<file path="src/safety_cmd_params.svh">
// Purpose: named constants of the safety command decoder
// Assumes: 8-bit command codes and 8-bit data words
// Notes: definitions only
`ifndef SAFETY_CMD_PARAMS_SVH
`define SAFETY_CMD_PARAMS_SVH

// ************************************************************
// widths and counts
// ************************************************************
`define CODE_W 8
`define DATA_W 8
`define IDX_W 4
`define NUM_TGT 11
`define NUM_CNT 3
`define COUNT_W 4
`define COUNT_HI 3
`define COUNT_LO 0
`define FLAG_HI 7
`define FLAG_LO 4
`define COUNT_ONE 4'h1
`define COUNT_MAX 4'hf

// ************************************************************
// write command codes
// ************************************************************
`define CODE_WRITE_WATCHDOG_FAIL_COUNTER 8'ha4
`define CODE_WRITE_HOST_ERROR_FAIL_COUNTER 8'ha7
`define CODE_WRITE_DEVICE_ERROR_COUNTER 8'ha8
`define CODE_WRITE_PWM_HIGH_TIME_MAX 8'h91
`define CODE_WRITE_PWM_HIGH_TIME_MIN 8'h92
`define CODE_WRITE_PWM_LOW_TIME_MAX 8'h94
`define CODE_WRITE_PWM_LOW_TIME_MIN 8'h97
`define CODE_WRITE_POWER_DOWN_THRESHOLD 8'h98
`define CODE_WRITE_CONFIG_CRC_REFERENCE 8'h9b
`define CODE_WRITE_ANALOG_SELFTEST_CONTROL 8'hab
`define CODE_WRITE_LOGIC_SELFTEST_CONTROL 8'had
`define CODE_WRITE_SAFETY_CHECK_CONTROL 8'hae

// ************************************************************
// read command codes
// ************************************************************
`define CODE_READ_STATUS_TWO 8'h52
`define CODE_READ_STATUS_THREE 8'h54
`define CODE_READ_STATUS_FOUR 8'h57
`define CODE_READ_PWM_HIGH_TIME_MAX 8'h61
`define CODE_READ_PWM_HIGH_TIME_MIN 8'h62
`define CODE_READ_PWM_LOW_TIME_MAX 8'h64
`define CODE_READ_PWM_LOW_TIME_MIN 8'h67
`define CODE_READ_POWER_DOWN_THRESHOLD 8'h68
`define CODE_READ_ANALOG_SELFTEST_CONTROL 8'h5b
`define CODE_READ_LOGIC_SELFTEST_CONTROL 8'h5d
`define CODE_READ_SAFETY_CHECK_CONTROL 8'h5e

// ************************************************************
// storage indices, counters first
// ************************************************************
`define IDX_STATUS_TWO 4'h0
`define IDX_STATUS_THREE 4'h1
`define IDX_STATUS_FOUR 4'h2
`define IDX_PWM_HIGH_MAX 4'h3
`define IDX_PWM_HIGH_MIN 4'h4
`define IDX_PWM_LOW_MAX 4'h5
`define IDX_PWM_LOW_MIN 4'h6
`define IDX_POWER_DOWN 4'h7
`define IDX_CRC_REFERENCE 4'h8
`define IDX_ANALOG_SELFTEST 4'h9
`define IDX_LOGIC_SELFTEST 4'ha
`define IDX_SAFETY_CHECK 4'hb
`define IDX_LAST_COUNTER 4'h2

`endif

</file>
<file path="src/safety_cmd_pkg.sv">
// Purpose: shared types of the safety command decoder
// Assumes: constants come from the params header
// Notes: nothing here is imported, users write the scope
`include "safety_cmd_params.svh"

package safety_cmd_pkg;

	// ************************************************************
	// access classes of a command code
	// ************************************************************
	typedef enum logic [2:0] {
		ACC_NONE = 3'h1,
		ACC_GUARDED = 3'h2,
		ACC_FREE = 3'h4
	} access_t;

	// ************************************************************
	// complete state of the core
	// ************************************************************
	typedef struct packed {
		logic [`NUM_TGT:0][`DATA_W-1:0] regs;
		logic [`DATA_W-1:0] rd_data;
		logic rd_valid;
		logic ignored;
	} core_state_t;

endpackage : safety_cmd_pkg

</file>
<file path="src/safety_cmd_decode_if.sv">
// Purpose: carrier between the code map and the core
// Assumes: one clock, all signals combinational
// Notes: map drives the verdict, core drives the request
`include "safety_cmd_params.svh"

interface safety_cmd_decode_if;
	logic [`CODE_W-1:0] code;
	logic valid;
	logic diag;
	logic locked;
	logic wr_en;
	logic [`IDX_W-1:0] wr_idx;
	logic nibble_only;
	logic rd_hit;
	logic [`IDX_W-1:0] rd_idx;
	logic ignored;
	safety_cmd_pkg::access_t access;

	modport map (input code, valid, diag, locked,
		output wr_en, wr_idx, nibble_only, rd_hit, rd_idx, ignored, access);
	modport core (output code, valid, diag, locked,
		input wr_en, wr_idx, nibble_only, rd_hit, rd_idx, ignored, access);
endinterface : safety_cmd_decode_if

</file>
<file path="src/safety_cmd_code_map.sv">
// Purpose: maps a command code to a target and an access verdict
// Assumes: request signals come from logic on the same clock
// Notes: purely combinational, no state
`include "safety_cmd_params.svh"

module safety_cmd_code_map (
	// decode carrier
	safety_cmd_decode_if.map dec
);

	// ************************************************************
	// write code table
	// ************************************************************
	always_comb begin
		dec.wr_idx = `IDX_STATUS_TWO;
		dec.access = safety_cmd_pkg::ACC_NONE;
		case (dec.code)
			`CODE_WRITE_WATCHDOG_FAIL_COUNTER: begin
				dec.wr_idx = `IDX_STATUS_TWO;
				dec.access = safety_cmd_pkg::ACC_GUARDED;
			end
			`CODE_WRITE_HOST_ERROR_FAIL_COUNTER: begin
				dec.wr_idx = `IDX_STATUS_THREE;
				dec.access = safety_cmd_pkg::ACC_GUARDED;
			end
			`CODE_WRITE_DEVICE_ERROR_COUNTER: begin
				dec.wr_idx = `IDX_STATUS_FOUR;
				dec.access = safety_cmd_pkg::ACC_GUARDED;
			end
			`CODE_WRITE_PWM_HIGH_TIME_MAX: begin
				dec.wr_idx = `IDX_PWM_HIGH_MAX;
				dec.access = safety_cmd_pkg::ACC_GUARDED;
			end
			`CODE_WRITE_PWM_HIGH_TIME_MIN: begin
				dec.wr_idx = `IDX_PWM_HIGH_MIN;
				dec.access = safety_cmd_pkg::ACC_GUARDED;
			end
			`CODE_WRITE_PWM_LOW_TIME_MAX: begin
				dec.wr_idx = `IDX_PWM_LOW_MAX;
				dec.access = safety_cmd_pkg::ACC_GUARDED;
			end
			`CODE_WRITE_PWM_LOW_TIME_MIN: begin
				dec.wr_idx = `IDX_PWM_LOW_MIN;
				dec.access = safety_cmd_pkg::ACC_GUARDED;
			end
			`CODE_WRITE_POWER_DOWN_THRESHOLD: begin
				dec.wr_idx = `IDX_POWER_DOWN;
				dec.access = safety_cmd_pkg::ACC_GUARDED;
			end
			`CODE_WRITE_CONFIG_CRC_REFERENCE: begin
				dec.wr_idx = `IDX_CRC_REFERENCE;
				dec.access = safety_cmd_pkg::ACC_GUARDED;
			end
			`CODE_WRITE_ANALOG_SELFTEST_CONTROL: begin
				dec.wr_idx = `IDX_ANALOG_SELFTEST;
				dec.access = safety_cmd_pkg::ACC_FREE;
			end
			`CODE_WRITE_LOGIC_SELFTEST_CONTROL: begin
				dec.wr_idx = `IDX_LOGIC_SELFTEST;
				dec.access = safety_cmd_pkg::ACC_FREE;
			end
			`CODE_WRITE_SAFETY_CHECK_CONTROL: begin
				dec.wr_idx = `IDX_SAFETY_CHECK;
				dec.access = safety_cmd_pkg::ACC_FREE;
			end
			default: begin
				dec.access = safety_cmd_pkg::ACC_NONE;
			end
		endcase
	end

	// ************************************************************
	// read code table
	// ************************************************************
	always_comb begin
		dec.rd_hit = dec.valid;
		dec.rd_idx = `IDX_STATUS_TWO;
		case (dec.code)
			`CODE_READ_STATUS_TWO: dec.rd_idx = `IDX_STATUS_TWO;
			`CODE_READ_STATUS_THREE: dec.rd_idx = `IDX_STATUS_THREE;
			`CODE_READ_STATUS_FOUR: dec.rd_idx = `IDX_STATUS_FOUR;
			`CODE_READ_PWM_HIGH_TIME_MAX: dec.rd_idx = `IDX_PWM_HIGH_MAX;
			`CODE_READ_PWM_HIGH_TIME_MIN: dec.rd_idx = `IDX_PWM_HIGH_MIN;
			`CODE_READ_PWM_LOW_TIME_MAX: dec.rd_idx = `IDX_PWM_LOW_MAX;
			`CODE_READ_PWM_LOW_TIME_MIN: dec.rd_idx = `IDX_PWM_LOW_MIN;
			`CODE_READ_POWER_DOWN_THRESHOLD: dec.rd_idx = `IDX_POWER_DOWN;
			`CODE_READ_ANALOG_SELFTEST_CONTROL: dec.rd_idx = `IDX_ANALOG_SELFTEST;
			`CODE_READ_LOGIC_SELFTEST_CONTROL: dec.rd_idx = `IDX_LOGIC_SELFTEST;
			`CODE_READ_SAFETY_CHECK_CONTROL: dec.rd_idx = `IDX_SAFETY_CHECK;
			default: dec.rd_hit = 1'b0;
		endcase
	end

	// ************************************************************
	// access verdict
	// ************************************************************
	// guarded writes need both the state_a state and a clear lock
	assign dec.wr_en = dec.valid && ((dec.access == safety_cmd_pkg::ACC_FREE) ||
		((dec.access == safety_cmd_pkg::ACC_GUARDED) && dec.diag && !dec.locked));
	assign dec.ignored = dec.valid && (dec.access == safety_cmd_pkg::ACC_GUARDED) &&
		!(dec.diag && !dec.locked);
	assign dec.nibble_only = (dec.wr_idx <= `IDX_LAST_COUNTER);

endmodule : safety_cmd_code_map

</file>
<file path="src/safety_spi_command_decoder.sv">
// Purpose: executes decoded safety commands on the config and counter storage
// Assumes: command words arrive framed and on mclk_in, one per cycle with cmd_valid_in high
// Notes: status upper nibbles follow hardware flags, software owns only counters
`include "safety_cmd_params.svh"

// Functional notes
// - watchdog counter write only in state_a state, touching status two bits 3:0.
// - host error counter write only in state_a state, touching status three bits 3:0.
// - device error counter write only in state_a state, touching status four bits 3:0.
// - all three counter writes are blocked while the configuration lock is set.
// - high-time max threshold: write 0x91 guarded, read 0x61.
// - high-time min threshold: write 0x92 guarded, read 0x62.
// - low-time max threshold: write 0x94 guarded, read 0x64.
// - low-time min threshold: write 0x97 guarded, read 0x67.
// - power-down threshold: write 0x98 guarded, read 0x68.
// - config CRC reference write 0x9B, guarded by lock and state_a state.
// - self-test and safety check control writes 0xAB 0xAD 0xAE ignore the lock.
module safety_spi_command_decoder (
	// clock and reset
	input wire logic mclk_in,
	input wire logic sys_rst_in,
	// command stream from the frame logic
	input wire logic cmd_valid_in,
	input wire logic [`CODE_W-1:0] cmd_code_in,
	input wire logic [`DATA_W-1:0] cmd_data_in,
	// device state from the surrounding controller
	input wire logic state_a_in,
	input wire logic config_lock_in,
	// hardware counter events and status flags
	input wire logic [`NUM_CNT-1:0] count_event_in,
	input wire logic [`NUM_CNT-1:0][`COUNT_W-1:0] status_flags_in,
	// read answer and reject pulse
	output logic rd_valid_out,
	output logic [`DATA_W-1:0] rd_data_out,
	output logic cmd_ignored_out,
	// status registers
	output logic [`DATA_W-1:0] safety_error_status_two_out,
	output logic [`DATA_W-1:0] safety_error_status_three_out,
	output logic [`DATA_W-1:0] safety_error_status_four_out,
	// configuration registers
	output logic [`DATA_W-1:0] pwm_high_time_max_out,
	output logic [`DATA_W-1:0] pwm_high_time_min_out,
	output logic [`DATA_W-1:0] pwm_low_time_max_out,
	output logic [`DATA_W-1:0] pwm_low_time_min_out,
	output logic [`DATA_W-1:0] power_down_threshold_out,
	output logic [`DATA_W-1:0] config_crc_reference_out,
	// control registers
	output logic [`DATA_W-1:0] analog_selftest_control_out,
	output logic [`DATA_W-1:0] logic_selftest_control_out,
	output logic [`DATA_W-1:0] safety_check_control_out
);

	// ************************************************************
	// decode
	// ************************************************************
	safety_cmd_pkg::core_state_t state_q;
	safety_cmd_pkg::core_state_t state_d;
	safety_cmd_decode_if dec ();

	// request side of the carrier, same clock so no synchroniser
	assign dec.code = cmd_code_in;
	assign dec.valid = cmd_valid_in;
	assign dec.diag = state_a_in;
	assign dec.locked = config_lock_in;

	safety_cmd_code_map u_map (
		.dec(dec.map)
	);

	// ************************************************************
	// next state
	// ************************************************************
	// a software write beats a same-cycle increment so the host sees its own value
	always_comb begin
		state_d = state_q;
		state_d.rd_valid = 1'b0;
		state_d.ignored = dec.ignored;
		for (int i = 0; i < `NUM_CNT; i++) begin
			state_d.regs[i][`FLAG_HI:`FLAG_LO] = status_flags_in[i];
			// saturate rather than wrap, a wrapped count would hide failures
			if (count_event_in[i] && (state_q.regs[i][`COUNT_HI:`COUNT_LO] != `COUNT_MAX)) begin
				state_d.regs[i][`COUNT_HI:`COUNT_LO] = `COUNT_W'(state_q.regs[i][`COUNT_HI:`COUNT_LO] + `COUNT_ONE);
			end
		end
		if (dec.wr_en) begin
			if (dec.nibble_only) begin
				state_d.regs[dec.wr_idx][`COUNT_HI:`COUNT_LO] = cmd_data_in[`COUNT_HI:`COUNT_LO];
			end else begin
				state_d.regs[dec.wr_idx] = cmd_data_in;
			end
		end
		if (dec.rd_hit) begin
			state_d.rd_data = state_q.regs[dec.rd_idx];
			state_d.rd_valid = 1'b1;
		end
	end

	// ************************************************************
	// state register
	// ************************************************************
	// all storage clears to zero on reset
	always_ff @(posedge mclk_in or posedge sys_rst_in) begin
		if (sys_rst_in) begin
			state_q <= '0;
		end else begin
			state_q <= state_d;
		end
	end

	// ************************************************************
	// outputs
	// ************************************************************
	assign rd_valid_out = state_q.rd_valid;
	assign rd_data_out = state_q.rd_data;
	assign cmd_ignored_out = state_q.ignored;
	assign safety_error_status_two_out = state_q.regs[`IDX_STATUS_TWO];
	assign safety_error_status_three_out = state_q.regs[`IDX_STATUS_THREE];
	assign safety_error_status_four_out = state_q.regs[`IDX_STATUS_FOUR];
	assign pwm_high_time_max_out = state_q.regs[`IDX_PWM_HIGH_MAX];
	assign pwm_high_time_min_out = state_q.regs[`IDX_PWM_HIGH_MIN];
	assign pwm_low_time_max_out = state_q.regs[`IDX_PWM_LOW_MAX];
	assign pwm_low_time_min_out = state_q.regs[`IDX_PWM_LOW_MIN];
	assign power_down_threshold_out = state_q.regs[`IDX_POWER_DOWN];
	assign config_crc_reference_out = state_q.regs[`IDX_CRC_REFERENCE];
	assign analog_selftest_control_out = state_q.regs[`IDX_ANALOG_SELFTEST];
	assign logic_selftest_control_out = state_q.regs[`IDX_LOGIC_SELFTEST];
	assign safety_check_control_out = state_q.regs[`IDX_SAFETY_CHECK];

	logic guard_open;
	assign guard_open = state_a_in && !config_lock_in;
endmodule : safety_spi_command_decoder

</file>
<file path="config.mk">
export PLATFORM = sky130hd
export DESIGN_NAME = safety_spi_command_decoder
export DESIGN_NICKNAME = d
export VERILOG_FILES = /design/src/safety_cmd_pkg.sv /design/src/safety_cmd_decode_if.sv /design/src/safety_cmd_code_map.sv /design/src/safety_spi_command_decoder.sv
export VERILOG_INCLUDE_DIRS = /design/src
export SDC_FILE = /design/constraint.sdc
export NUM_CORES = 1
export LEC_CHECK = 0
export ABC_AREA = 1
export ABC_CLOCK_PERIOD_IN_PS = 10600
export BUFFER_PORTS_ARGS = -buffer_cell sky130_fd_sc_hd__buf_2
export CORE_MARGIN = 10
export CORE_UTILIZATION = 40
export CTS_CLUSTER_SIZE = 30
export DETAILED_ROUTE_END_ITERATION = 8
export HOLD_SLACK_MARGIN = 0.12
export SKIP_LAST_GASP = 1
export SLEW_MARGIN = 15
export SYNTH_ARGS = -nofsm -noshare
export SYNTH_HDL_FRONTEND = slang
export SYNTH_SLANG_ARGS = --single-unit
</file>
<file path="constraint.sdc">
create_clock -name mclk_in -period 10.6 [get_ports mclk_in]
set_input_delay 2.12 -clock mclk_in [delete_from_list [all_inputs] [get_ports mclk_in]]
set_output_delay 2.12 -clock mclk_in [all_outputs]
set_load 0.05 [all_outputs]
</file>
==> results.yml, run 1 <==
logic_synthesis:
  synthFlopType: "dfrtp_1"
  synth_seq_cells: 106
  synthArstFlopShare_pct: 100
  synth_area_leaders: "dfrtp_1 (44%), nand2_1 (17%), nand3_1 (16%)"
  yosysSeqAreaShare_pct: 44.3
  synth_fp_nets: 874
  yosysMostFrequentCell: "nand2_1"
  syn_inst: 835
  synth_area_um2: 5980
  synth_top_cell_by_area: "dfrtp_1"
  yosys_warnings: 0
  yosysTopAreaCellShare_pct: 44.3
  avgSynthCellArea_um2: 7.17
  synth_common_cells: "nand2_1 (272), nand3_1 (186), dfrtp_1 (106), inv_1 (90)"
  ys_types: 32
  synth_edf_count: 0
route:
  detail_route.wl_per_cell_um: 18.0
  drc_errors: 0
  ant_nets: 0
  num_vias: 5830
  first_pass_iters: 5
  drt_iter0_markers: 496
  drt_wl_total_mm: 20.4
  viasPerCell: 5.15
worst_setup_path:
  cp_top_family: "simple AND/OR/NAND/NOR gates"
  crit_slowest_cell: "buf_4"
  critical_path_class: "input pin to flip-flop"
  critPathLaunchType: "input pin"
  cp.required_ps: 10850
  max_stage_delay_ps: 640
  critPathMaxFanout: 76
  arrival_ps: 4880
  cp-end-kind: "flip-flop"
  path_cells: "buf_2 -> inv_2 -> nand2_2 -> nor3_2 -> nand2_1 -> nand2_1 -> nor2_1 -> nand4_1 -> nand2_1 -> nand2_1 -> nand2_1 -> inv_2 -> buf_4 -> nand2_2 -> nand2_1 -> nand2_1"
  crit_buf_inv: 4
  crit_top_cell: "nand2_1"
final_layout:
  fin_nets: 981
  final_core_util_pct: 48.0
  fillers: 1582
  layoutNonFillerInstCount: 1131
  seq_area_um2: 2650
  areaGrowthSynthToFinish_pct: 17.1
  diodes: 0
  drive_above_1_share_pct: 21.1
  multiInputGateArea_um2: 2660
timing:
  max_slew.worst_pin.slew_ps: 1030
  fmax_mhz: 216
  hold_viol_final: 0
  setup_slack_ps: 5970
  fin_setup_tns_ps: 0
  fin_skew_ps: 7.70
  setup_violations: 0
  slew_viol_final: 0
  rsz0062_at_grt: "no"
  post-route-min-period_ps: 4630
  slew_headroom_pct: 31.4
  fin_crit_sh_pct: 43.7
global_routing:
  grt-ovfl-total: 0
  grt_pass1_wl_mm: 32.2
  antenna_found_initial: 0
  grt_pass1_vias: 5757
  grt_use_total_pct: 20.0
  grt_max_degree: 80
floorplanning:
  die-area_um2: 20300
  rows: 44
  fp.dieH_um: 142
  initial_utilization_pct: 41.0
  die-width_um: 142
  core_region_area_um2: 14600
  ios: 142
outcome:
  outcome: "finished, final reports clean"
clock_tree:
  clk_path_buf_depth: 2
  htree_levels: 3
  cts_sinks: 106
  cts_setup_buffers: 0
  cts_tree: "done"
  path_clk_slew_ps: 80
  cts-root-buf: "clkbuf_16"
  cts_resized: 0
  numCtsBuffers: 9
  clkLatencyLatePin_ps: 360
  holdBufCountCts: 0
pwr:
  worst_ir_drop_vdd_v: 0.0000866
  total_power_mw: 1.24
  power_leakage_nw: 3.88
  p_per_area_nw_per_um2: 177
job:
  drv_cap: 0
place:
  dp_slack_ps: 5600
  port_buffers: 141
  dp_hpwl_mm: 14.9
  dp_cells: 1115
  place.gp.congestion: 0.903
worst_hold_path:
  min_path_type: "flip-flop to flip-flop"
==> layout by cell type, fill, tap and decap left out, types with 2 or more instances in the layout <==
cell type	count
a21oi_1	11
buf_2	141
buf_4	6
clkbuf_16	9
clkinv_1	5
clkinv_4	2
dfrtp_1	106
ha_1	3
inv_1	89
inv_2	11
inv_4	2
inv_8	2
nand2_1	272
nand2_2	10
nand3_1	186
nand3b_1	5
nand4_1	3
nor2_1	21
nor2_2	5
nor2_4	3
nor4_1	2
o21ai_0	25
o21ai_2	2
o31ai_1	8
xor2_1	8
==> worst min-delay path, cell delays in order (launching register included) <==
cell and delay, ps:
dfrtp_1 360, nand2_1 60, nand2_1 50
==> logic make-up after synthesis <==
logic type / share of synthesized area, %
AOI/OAI and AO/OA: 4.54
xor gates and xnor gates: 1.17
adders and majority gates: 0.627
buffers and inverters: 11.4
DFF: 44.3
muxes: 0.167
and+or+nand+nor: 37.8
==> metrics by stage <==
step	area (um2)	hold slack [ps]
2_1_floorplan	5980	763
3_3_place_gp	6700	480
3_5_place_dp	6700	484
4_1_cts	7010	502
5_1_grt	7010	537
6_report	7010	499
==> area by class of cell <==
cell class	count	share of cell area, %
Inverter	107	5.80
Tap cell	184	3.28
Sequential cell	106	37.8
Timing Repair Buffer	147	10.7
Clock buffer	9	3.21
Multi-Input combinational cell	571	37.9
Clock inverter	7	1.23
==> where the power goes <==
part / internal, mW / leakage (nW) / switching (mW) / total [mW]
sequential: 0.446 / 1.40 / 0.0384 / 0.484
combinational: 0.103 / 2.33 / 0.297 / 0.400
clock: 0.189 / 0.150 / 0.167 / 0.355
total: 0.737 / 3.88 / 0.503 / 1.24
==> worst paths after layout <==
path / from / to / slack, ps / depth (start not counted)
max: cmd_code_in[5] / flip-flop / 5970 / 16
min: pwm_low_time_min_out[4]$_DFFE_PP0P_ / pwm_low_time_min_out[4]$_DFFE_PP0P_ / 500 / 2
max reg2reg: safety_error_status_four_out[0]$_DFF_PP0_ / safety_error_status_four_out[3]$_DFF_PP0_ / 8850 / 9
min reg2reg: pwm_low_time_min_out[4]$_DFFE_PP0P_ / pwm_low_time_min_out[4]$_DFFE_PP0P_ / 500 / 2
max in group asynchronous: sys_rst_in / async pin / 7490 / 3
min in group asynchronous: sys_rst_in / safety_error_status_four_out[4]$_DFF_PP0_ / 1750 / 2
==> per-layer routing <==
metal / track usage, % / part of all wire [%]
met2: 30.6 / 46
met5: 0 / 0
met4: 4.21 / 0.95
met1: 27.7 / 45
met3: 5.51 / 7.6
(Power assumes the default switching activity.)
==> run 2: changes to the inputs <==
- ABC_CLOCK_PERIOD_IN_PS: 10600 -> 4000
- clock period: 10.6 -> 4 ns (I/O delays scaled with it)
==> results.yml, run 2 (synthesis gave the netlist of run 1 again) <==
outcome:
  outcome: "finished, final reports clean"
global_routing:
  grt_pass1_wl_mm: 31.9
  grt_pass1_vias: 5764
  use_met3_pct: 5.34
  busiest_layer: "met2"
  antenna_found_initial: 0
  met1_usage_pct: 27.0
  grt_max_degree: 78
  grt-ovfl-total: 0
  grt_use_met2_pct: 30.8
  grt_use_total_pct: 19.8
worst_setup_path:
  cp-end-kind: "flip-flop"
  arrival_ps: 3330
  critPathMaxFanout: 33
  rrSetupSlack_ps: 2290
  critPathLaunchType: "input pin"
  r2r-start: "safety_error_status_three_out[0]$_DFF_PP0_"
  critical_path_class: "input pin to flip-flop"
  r2r-end: "safety_error_status_three_out[2]$_DFF_PP0_"
  cp.required_ps: 4260
  r2r_cells: 9
clock_tree:
  cts-root-buf: "clkbuf_16"
  numCtsBuffers: 9
  clkLatencyLatePin_ps: 360
  cts_resized: 0
  cts_sinks: 106
  htree_levels: 3
  path_clk_slew_ps: 80
  cts_tree: "done"
  holdBufCountCts: 0
  clk_path_buf_depth: 2
  cts_setup_buffers: 0
place:
  dp_cells: 1125
  place.gp.congestion: 0.882
  port_buffers: 141
  placed_area_um2: 6770
  dp_hpwl_mm: 15.0
worst_hold_path:
  min_path_cells: 2
  hold_path_startpoint: "pwm_high_time_max_out[5]$_DFFE_PP0P_"
  min_path_type: "flip-flop to flip-flop"
  hold_end: "pwm_high_time_max_out[5]$_DFFE_PP0P_"
final_layout:
  layout_commonest_cell: "nand2_1"
  most-common-layout-cells: "nand2_1 (272), nand3_1 (186), buf_2 (141), dfrtp_1 (106), inv_1 (89)"
  drive_above_1_share_pct: 21.9
  fillers: 1483
  layoutNonFillerInstCount: 1141
  areaGrowthSynthToFinish_pct: 17.9
  fin_nets: 991
  final_area_um2: 7060
  diodes: 0
pwr:
  internal_power_mw: 1.89
  pwr-share-clk_pct: 27.1
  power_leakage_nw: 3.93
  p_sw_mw: 1.34
  p_seq_share_pct: 39.4
  worst_ir_drop_vdd_v: 0.000258
  total_power_mw: 3.23
  p_per_area_nw_per_um2: 457
  p_sw_share_pct: 41.5
  power_frac_comb_pct: 33.4
floorplanning:
  fp.dieH_um: 142
  initial_utilization_pct: 41.0
  die-width_um: 142
  rows: 44
  core_region_area_um2: 14600
  die-area_um2: 20300
  ios: 142
route:
  num_vias: 5813
  drc_errors: 0
  ant_nets: 0
  drt_iter0_markers: 504
  detail_route.wl_per_cell_um: 17.8
  viasPerCell: 5.09
  drt_wl_total_mm: 20.3
  first_pass_iters: 6
timing:
  slew_viol_final: 0
  post-route-min-period_ps: 3070
  setup_violations: 0
  fin_crit_sh_pct: 76.8
  slew_headroom_pct: 33.3
  rsz0062_at_grt: "no"
  max_slew.worst_pin.slew_ps: 1000
  fin_skew_ps: 7.73
  fin_setup_tns_ps: 0
  fmax_mhz: 325
  hold_viol_final: 0
job:
  drv_cap: 0
==> run 2: changes by cell type in the layout (fill, tap and decap cells not counted) <==
cell | before | now
inv_6 | 1 | 3
bufinv_16 | 1 | 0
clkinv_8 | 0 | 1
buf_4 | 6 | 16
inv_8 | 2 | 0
clkinv_2 | 0 | 2
clkinv_4 | 2 | 0
==> run 2: layout make-up <==
type                            count  area [um2]  share of cell area [%]
Clock buffer                        9         225                    3.19
Timing Repair Buffer              157         826                    11.7
Tap cell                          184         230                    3.26
Clock inverter                      7        60.1                   0.851
Inverter                          107         407                    5.76
Multi-Input combinational cell    571        2660                    37.7
Sequential cell                   106        2650                    37.6
==> run 2: routing by layer <==
metal,vias up,share of wire [%]
met5,-,0
met1,2699,46
met2,211,45
met3,25,7.3
li1,2878,-
met4,0,1.3
==> run 2: stage by stage <==
stage | worst slack, ps | hold WS, ps | util, %
after floorplan | 411 | 763 | -
after global placement | 644 | 479 | 46.4
after detailed placement | 591 | 479 | 46.4
after CTS | 963 | 498 | 48.4
after global routing | 698 | 523 | 48.4
final | 926 | 492 | 48.4
==> run 2: how the worst max path moves through the flow <==
stage,cells after the start,slack (ps),to,from
finish,15,930,power_down_threshold_out[5]$_DFFE_PP0P_,cmd_code_in[5]
floorplan,1,410,async pin,sys_rst_in
global route,15,700,flip-flop,cmd_code_in[5]
CTS,15,960,power_down_threshold_out[5]$_DFFE_PP0P_,cmd_code_in[5]
global placement,15,640,power_down_threshold_out[7]$_DFFE_PP0P_,cmd_code_in[5]
detailed placement,15,590,power_down_threshold_out[5]$_DFFE_PP0P_,cmd_code_in[5]
==> run 2: power by group through the flow <==
stage               logic [mW]  clock network [mW]  registers [mW]
floorplan                0.417                   0            1.66
global placement          1.08                   0            1.29
detailed placement        1.08                   0            1.30
CTS                       1.09               0.886            1.27
global route              1.18               0.930            1.29
finish                    1.08               0.876            1.27
==> run 2: worst max-delay path: stages <==
cell and delay [ps]:
buf_2 110, inv_2 40, nand2_2 60, nor3_2 320
nand2_1 240, nand2_1 110, nor2_1 60, nand4_1 90
nand2_1 60, nand2_1 110, nand2_1 260, inv_2 570
nand2_2 280, nand2_1 130, nand2_1 50
